**config.mk**
```make
export PLATFORM = sky130hd
export DESIGN_NAME = counter_array_module_mode_ctrl
export DESIGN_NICKNAME = d
export VERILOG_FILES = /design/src/ctr_array_pkg.sv /design/src/ccm_if.sv /design/src/capture_compare_unit.sv /design/src/counter_array_module_mode_ctrl.sv
export SDC_FILE = /design/constraint.sdc
export NUM_CORES = 1
export LEC_CHECK = 0
export BUFFER_PORTS_ARGS = -buffer_cell sky130_fd_sc_hd__buf_4
export CAP_MARGIN = 40
export CORE_ASPECT_RATIO = 1.1
export CORE_MARGIN = 2
export CORE_UTILIZATION = 55
export CTS_CLUSTER_SIZE = 20
export DETAILED_ROUTE_END_ITERATION = 12
export HOLD_SLACK_MARGIN = 0.15
export PLACE_DENSITY = 0.7
export SYNTH_ARGS = -nofsm -noshare
export SYNTH_HDL_FRONTEND = slang
export SYNTH_HIERARCHICAL = 1
export SYNTH_SLANG_ARGS = --single-unit
export TNS_END_PERCENT = 100
```
**constraint.sdc**
```tcl
create_clock -name ref_clk -period 4.95 [get_ports ref_clk]
set_clock_uncertainty 0.05 [all_clocks]
set_input_delay 0.2475 -clock ref_clk [delete_from_list [all_inputs] [get_ports ref_clk]]
set_output_delay 0.2475 -clock ref_clk [all_outputs]
set_load 0.01 [all_outputs]
```
**src/ctr_array_pkg.sv**
```systemverilog
// constants for the counter array mode control block
// Functional notes
// - mode bit 7 picks 16-bit PWM, else 8 to 15-bit PWM
// - mode bit 6 enables comparing counter against module value
// - mode bit 5 captures counter on rising pin edge
// - mode bit 4 captures counter on falling pin edge; both may be set
// - mode bit 3 sets module event flag when counter equals value
// - mode bit 2 inverts module pin on each match
// - toggle plus PWM together select frequency output mode
// - mode bit 1 drives PWM waveform on pin at selected width
// - mode bit 0 lets the event flag raise an interrupt request
// - watchdog enable blocks module 2 mode writes; module 2 is watchdog
// - three 8-bit mode registers at distinct addresses, reset to zero
// - counter low byte register reads and writes counter bits 7:0
// - watchdog enable makes counter low byte writes ineffective
// - low byte read latches high byte snapshot; high byte read returns it
// - cycle length field sets PWM length 8 to 15 bits
// - value low write clears comparator enable; high write sets it
package ctr_array_pkg;
  localparam int NUM_MOD = 3;
  localparam int SFR_AW = 8;
  localparam int SFR_DW = 8;
  localparam int CNT_W = 16;
  localparam int CLS_W = 3;
  localparam int WDT_MOD = 2;
  // register addresses
  localparam logic [SFR_AW-1:0] ADDR_CMODE = 8'hd9;
  localparam logic [SFR_AW-1:0] ADDR_CNT_LO = 8'hf9;
  localparam logic [SFR_AW-1:0] ADDR_CNT_HI = 8'hfa;
  localparam logic [NUM_MOD-1:0][SFR_AW-1:0] ADDR_MODE = {8'hdc, 8'hdb, 8'hda};
  localparam logic [NUM_MOD-1:0][SFR_AW-1:0] ADDR_VLO = {8'heb, 8'he9, 8'hfb};
  localparam logic [NUM_MOD-1:0][SFR_AW-1:0] ADDR_VHI = {8'hec, 8'hea, 8'hfc};
  // module mode register bits
  localparam int B_WIDE = 7;
  localparam int B_ECOM = 6;
  localparam int B_RISE = 5;
  localparam int B_FALL = 4;
  localparam int B_MAT = 3;
  localparam int B_TOG = 2;
  localparam int B_PWM = 1;
  localparam int B_IRQ = 0;
  // counter mode register fields (flags sit in bits NUM_MOD-1:0)
  localparam int CM_RUN = 7;
  localparam int CM_WATCHDOG_ENABLE_BIT = 6;
  localparam int CM_CLS_LSB = 3;
  // reset values and constants
  localparam logic [SFR_DW-1:0] MODE_RST = 8'h00;
  localparam logic [SFR_DW-1:0] CMODE_RST = 8'h00;
  localparam logic [SFR_DW-1:0] RD_ZERO = 8'h00;
  localparam logic [CNT_W-1:0] CNT_RST = 16'h0000;
  localparam logic [CNT_W-1:0] CNT_STEP = 16'h0001;
  localparam logic [CNT_W-1:0] PWM_BASE_MASK = 16'h00ff;
endpackage

```
**src/ccm_if.sv**
```systemverilog
// signals between the control block and one capture/compare unit
`timescale 1ns/10ps
interface ccm_if;
  logic [15:0] counter;
  logic [7:0] mode;
  logic [15:0] value;
  logic [2:0] cls;
  logic pin_in;
  logic ev;
  logic cap;
  logic pin_out;
  logic pin_oe;
  modport unit (input counter, mode, value, cls, pin_in, output ev, cap, pin_out, pin_oe);
  modport ctrl (output counter, mode, value, cls, pin_in, input ev, cap, pin_out, pin_oe);
endinterface

```
**src/capture_compare_unit.sv**
```systemverilog
// one capture/compare module: edge capture, match, toggle, pwm, frequency out
`timescale 1ns/10ps
module capture_compare_unit (
  // clock and reset
  input wire logic ref_clk,
  input wire logic rst_n,
  // link to control block
  ccm_if.unit bus
);
  import ctr_array_pkg::*;

  typedef struct packed {
    logic pin;
    logic prev;
  } unit_s;

  unit_s s_q;
  unit_s s_d;
  logic [CNT_W-1:0] mask;
  logic hit;
  logic fhit;
  logic rise;
  logic fall;
  logic pwm_lvl;

  // match, edge and waveform decisions
  always_comb begin
    s_d = s_q;
    mask = 16'((PWM_BASE_MASK << bus.cls) | PWM_BASE_MASK);
    hit = bus.mode[B_ECOM] && (bus.counter == bus.value);
    fhit = bus.mode[B_ECOM] && (bus.counter[7:0] == bus.value[7:0]);
    rise = bus.pin_in & ~s_q.prev;
    fall = ~bus.pin_in & s_q.prev;
    if (bus.mode[B_WIDE]) begin
      pwm_lvl = bus.counter < bus.value;
    end else begin
      pwm_lvl = (bus.counter & mask) < (bus.value & mask);
    end
    s_d.prev = bus.pin_in;
    if (bus.mode[B_PWM] && bus.mode[B_TOG]) begin
      if (fhit) begin
        s_d.pin = ~s_q.pin;
      end
    end else if (bus.mode[B_PWM]) begin
      s_d.pin = pwm_lvl;
    end else if (bus.mode[B_TOG] && hit) begin
      s_d.pin = ~s_q.pin;
    end
  end

  // state register
  always_ff @(posedge ref_clk or negedge rst_n) begin
    if (!rst_n) begin
      s_q <= '0;
    end else begin
      s_q <= s_d;
    end
  end

  // capture strobe and event to the control block
  assign bus.cap = (bus.mode[B_RISE] & rise) | (bus.mode[B_FALL] & fall);
  assign bus.ev = bus.cap | (bus.mode[B_MAT] & hit);
  assign bus.pin_out = s_q.pin;
  assign bus.pin_oe = bus.mode[B_TOG] | bus.mode[B_PWM];
endmodule // capture_compare_unit

```
**src/counter_array_module_mode_ctrl.sv**
```systemverilog
// counter array mode control: register file, counter, snapshot, watchdog lock
`timescale 1ns/10ps
module counter_array_module_mode_ctrl (
  // clock and reset
  input wire logic ref_clk,
  input wire logic nrst,
  // special function register bus
  input wire logic [ctr_array_pkg::SFR_AW-1:0] sfr_addr,
  input wire logic sfr_wr,
  input wire logic sfr_rd,
  input wire logic [ctr_array_pkg::SFR_DW-1:0] sfr_wdata,
  output logic [ctr_array_pkg::SFR_DW-1:0] sfr_rdata,
  // module pins, split into input, output and enable
  input wire logic [ctr_array_pkg::NUM_MOD-1:0] module_io_pin_in,
  output logic [ctr_array_pkg::NUM_MOD-1:0] module_io_pin_out,
  output logic [ctr_array_pkg::NUM_MOD-1:0] module_io_pin_oe,
  // requests
  output logic module_irq,
  output logic wdt_reset
);
  import ctr_array_pkg::*;

  typedef struct packed {
    logic [CNT_W-1:0] cnt;
    logic [SFR_DW-1:0] snap;
    logic [NUM_MOD-1:0][SFR_DW-1:0] mode;
    logic [NUM_MOD-1:0][CNT_W-1:0] val;
    logic [SFR_DW-1:0] cmode;
    logic [SFR_DW-1:0] rdata;
    logic [NUM_MOD-1:0] sync1;
    logic [NUM_MOD-1:0] sync2;
    logic wdt;
  } top_s;

  top_s s_q;
  top_s s_d;
  logic [1:0] rst_sync_q;
  logic rst_n;
  logic watchdog_enable_bit;
  logic [NUM_MOD-1:0] ev_w;
  logic [NUM_MOD-1:0] cap_w;
  logic [NUM_MOD-1:0] irq_en;

  ccm_if ch[NUM_MOD] ();

  // reset release through two flip-flops
  always_ff @(posedge ref_clk or negedge nrst) begin
    if (!nrst) begin
      rst_sync_q <= 2'b00;
    end else begin
      rst_sync_q <= {rst_sync_q[0], 1'b1};
    end
  end
  assign rst_n = rst_sync_q[1];

  // one capture/compare unit per module
  generate
    for (genvar g = 0; g < NUM_MOD; g++) begin : g_mod
      assign ch[g].counter = s_q.cnt;
      assign ch[g].mode = s_q.mode[g];
      assign ch[g].value = s_q.val[g];
      assign ch[g].cls = s_q.cmode[CM_CLS_LSB +: CLS_W];
      assign ch[g].pin_in = s_q.sync2[g];
      assign ev_w[g] = ch[g].ev;
      assign cap_w[g] = ch[g].cap;
      assign irq_en[g] = s_q.mode[g][B_IRQ];
      assign module_io_pin_out[g] = ch[g].pin_out;
      assign module_io_pin_oe[g] = ch[g].pin_oe;

      capture_compare_unit u_unit (
        .ref_clk(ref_clk),
        .rst_n(rst_n),
        .bus(ch[g])
      );
    end
  endgenerate

  assign watchdog_enable_bit = s_q.cmode[CM_WATCHDOG_ENABLE_BIT];

  // next state: counter, bus writes, captures, flags, reads
  always_comb begin
    s_d = s_q;
    // pin synchronisers
    s_d.sync1 = module_io_pin_in;
    s_d.sync2 = s_q.sync1;
    // counter runs on the system clock while enabled
    if (s_q.cmode[CM_RUN]) begin
      s_d.cnt = 16'(s_q.cnt + CNT_STEP);
    end
    // shared register writes
    if (sfr_wr) begin
      case (sfr_addr)
        ADDR_CMODE: begin
          s_d.cmode = sfr_wdata;
        end
        ADDR_CNT_LO: begin
          if (!watchdog_enable_bit) begin
            s_d.cnt[7:0] = sfr_wdata;
          end
        end
        ADDR_CNT_HI: begin
          if (!watchdog_enable_bit) begin
            s_d.cnt[15:8] = sfr_wdata;
          end
        end
        default: begin
        end
      endcase
    end
    // per-module registers
    for (int i = 0; i < NUM_MOD; i++) begin
      if (cap_w[i]) begin
        s_d.val[i] = s_q.cnt;
      end
      if (sfr_wr && !(i == WDT_MOD && watchdog_enable_bit)) begin
        if (sfr_addr == ADDR_MODE[i]) begin
          s_d.mode[i] = sfr_wdata;
        end
        if (sfr_addr == ADDR_VLO[i]) begin
          s_d.val[i][7:0] = sfr_wdata;
          s_d.mode[i][B_ECOM] = 1'b0;
        end
        if (sfr_addr == ADDR_VHI[i]) begin
          s_d.val[i][15:8] = sfr_wdata;
          s_d.mode[i][B_ECOM] = 1'b1;
        end
      end
      // event sets its flag; a set in the clearing cycle wins
      s_d.cmode[i] = s_d.cmode[i] | ev_w[i];
    end
    // watchdog fires when the counter high byte reaches module 2's high value
    s_d.wdt = watchdog_enable_bit && (s_q.cnt[15:8] == s_q.val[WDT_MOD][15:8]);
    // read data, registered
    if (sfr_rd) begin
      s_d.rdata = RD_ZERO;
      case (sfr_addr)
        ADDR_CMODE: begin
          s_d.rdata = s_q.cmode;
        end
        ADDR_CNT_LO: begin
          s_d.rdata = s_q.cnt[7:0];
          s_d.snap = s_q.cnt[15:8];
        end
        ADDR_CNT_HI: begin
          s_d.rdata = s_q.snap;
        end
        default: begin
        end
      endcase
      for (int i = 0; i < NUM_MOD; i++) begin
        if (sfr_addr == ADDR_MODE[i]) begin
          s_d.rdata = s_q.mode[i];
        end
        if (sfr_addr == ADDR_VLO[i]) begin
          s_d.rdata = s_q.val[i][7:0];
        end
        if (sfr_addr == ADDR_VHI[i]) begin
          s_d.rdata = s_q.val[i][15:8];
        end
      end
    end
  end

  // state register, all fields cleared by reset
  always_ff @(posedge ref_clk or negedge rst_n) begin
    if (!rst_n) begin
      s_q <= '0;
    end else begin
      s_q <= s_d;
    end
  end

  // outputs
  assign sfr_rdata = s_q.rdata;
  assign module_irq = |(s_q.cmode[NUM_MOD-1:0] & irq_en);
  assign wdt_reset = s_q.wdt;
endmodule // counter_array_module_mode_ctrl

```
==> impl_metrics.yaml <==
synthesis:
  ys_seq_area_share_pct: 34.8
  synth_edf_count: 0
  yosys-mux-area-fraction_pct: 9.54
  async_flop_share_pct: 100
  synth-compound-area-share_pct: 19.3
  ys_ff_latch: 127
  ys_types: 77
  synthTopCellsByArea: "dfrtp_1 35%, ha_1 9.6%, mux2i_1 5.5%, a21oi_1 4.2%, mux2_2 3.9%"
  ys.flop_type: "dfrtp_1"
  ys_warn_count: 6
  synth-xor-area-share_pct: 2.20
  synth_top_area_cell: "dfrtp_1"
  synth_top_area_share_pct: 34.8
  synthAdderAreaFrac_pct: 9.59
  yosys.area_share.simple_pct: 17.2
  synth_top_family_by_area: "compound AO/OA/AOI/OAI gates"
  syn_inst: 1011
  syn-cell-area_sq_mm: 0.00914
  syn_nets: 1104
  avgSynthCellArea_sq_um: 9.04
sta:
  min_period_ns: 2.67
  period_share_pct: 54.0
  rsz0062_at_grt: "false"
  worst_slew_pin_slew_ns: 0.918
  hold_viol: 0
  relSlewSlack_pct: 38.3
  slew_viol_final: 0
  fmax_ghz: 0.374
  setup_viol: 0
  setup_tns_ns: 0
worst_setup_path:
  crit_required_ns: 5.22
  cp.arrival_ns: 2.94
  reg2reg_slack_ns: 2.28
  r2r_end: "g_mod[1].u_unit/bus.pin_out"
  crit_type: "flip-flop to flip-flop"
  critPathLaunchType: "flip-flop"
  r2r_start: "ch[0].counter[4]"
  critPathCaptureType: "flip-flop"
  path_max_fanout: 11
  reg2reg_depth: 6
clocking:
  path_clk_slew_ns: 0.06
  cts_buffer_depth: 2
  cts_tree: "yes"
  clock_latency_ns: 0.44
  post_cts_buffers: 0
  cts_buffers: 17
  cts_root_buf: "clkbuf_16"
  cts.sinks: 127
  htree_levels: 4
detailed_routing:
  ant_nets: 0
  drc: 0
  avgRoutedWirePerCell_um: 22.5
  firstDrtPassIters: 6
  vias: 7925
  vias_per_cell: 6.44
  drt_iter0_drc: 890
  drt_wl_total_um: 27700
floorplanning:
  die_h_um: 139
  die_w_um: 127
  io_pins: 39
  start_util_pct: 56.0
  die-area_sq_mm: 0.0177
  core_sq_mm: 0.0163
  num_rows: 49
placed_design:
  dpl.cell_count: 1183
  dp_hpwl_um: 19400
  gp_congestion: 0.986
  io_buffers: 38
  dpl_cell_area_sq_mm: 0.00943
flow_run:
  drv_cap: 0
global_routing:
  grt_use_total_pct: 32.0
  grt_pass1_vias: 7502
  antenna_found_initial: 0
  grt_pass1_wl_um: 43000
  overflow: 0
  grt_max_degree: 59
min_path:
  hold_path.class: "flip-flop to asynchronous set/reset pin"
final_layout:
  fillers: 1395
  final_area_sq_mm: 0.0102
  mostFrequentLayoutCells: "126 x dfrtp_1, 79 x nand2_1, 77 x a21oi_1, 74 x inv_1, 70 x ha_1"
  final_common_cell: "dfrtp_1"
  antenna_cells: 0
  syn2layout_area_growth_pct: 11.7
  utilization_pct: 62.6
  nets: 1106
  instances_no_fill: 1230
  layout-drive-gt1-share_pct: 13.7
pwr:
  p_per_area_mw_per_mm2: 399
  max-vdd-ir-drop_uv: 275
  leakage_nw: 4.65
status:
  status: "finished clean"
## metal layers
layer	vias to the layer above	GRT usage [%]	routed length [um]	part of all wire [%]
met5	-	0	0	0
li1	3687	-	-	-
met4	0	13.9	1020	3.7
met3	70	7.14	1830	6.6
met1	3850	43.3	12000	43
met2	318	49.6	12800	46
## sequential cells by signal, indices dropped and copies added, names as in the netlist, 8 cells and up
register	flops
ch.mode	24
ch.value	48
sfr_rdata	8
ch.counter	16
s_q	13
## kinds of logic after synthesis
group | Yosys count
other cells | 1
xor+xnor | 23
fa+ha+maj | 70
mux | 83
flops | 127
compound gates | 268
buf+inv | 154
simple gates | 285
## power breakdown
part	internal (W)	switching (W)
Sequential	0.00120	0.000352
Combinational	0.000527	0.000647
Clock	0.000808	0.000536
Total	0.00253	0.00154
## layout make-up
type	count	area (sq um)	share of cell area, %
Multi-Input combinational cell	730	5290	51.8
Sequential cell	127	3180	31.2
Timing Repair Buffer	63	578	5.66
Clock buffer	17	425	4.17
Inverter	74	278	2.72
Tap cell	204	255	2.50
Clock inverter	15	198	1.94
## Yosys cell counts (14+ instances only)
cell type and number:
dfrtp_1 127, nand2_1 79, a21oi_1 77, inv_1 74, ha_1 70, nor2_1 67
o21ai_0 52, mux2i_1 50, mux2_2 32, buf_2 31, clkbuf_1 30, nand3_1 28
a211oi_1 16, buf_4 16, xnor2_1 15, a21o_1 14
## how the worst max path moves through the flow
stage / cells past startpoint / from / slack [ns] / endpoint
CTS: 9 / ch[0].cls[2] / 2.40 / g_mod[2].u_unit/bus.pin_out
floorplan: 0 / rst_sync_q[1] / 1.10 / ch[0].cls[0]
finish: 6 / ch[0].counter[4] / 2.28 / g_mod[1].u_unit/bus.pin_out
global route: 8 / ch[0].cls[0] / 2.20 / g_mod[0].u_unit/bus.pin_out
detailed placement: 9 / ch[0].cls[2] / 2.42 / g_mod[2].u_unit/bus.pin_out
global placement: 7 / ch[0].cls[2] / 2.26 / g_mod[1].u_unit/bus.pin_out
## repair_timing
action	in CTS	in global routing
hold buffers	15	0
setup endpoints to repair	0	0
resized for setup	0	0
endpoints found under the hold margin	50	0
## per-stage QoR
step                power (W)  setup slack [ns]  hold WS (ns)
CTS                   0.00405              2.40         0.257
detailed placement    0.00269              2.42       -0.0192
floorplan             0.00229              1.10       -0.0981
global placement      0.00265              2.26       -0.0197
finish                0.00407              2.28         0.257
global route          0.00428              2.20         0.279
## worst max-delay path, stage by stage, from the launching register on
cell and delay [ns]:
dfrtp_1 0.60, ha_1 0.40, nand4_1 0.24, nor3_1 0.83, o2111ai_1 0.21, o21ai_0 0.17, a21oi_2 0.04
(Power assumes the default switching activity.)
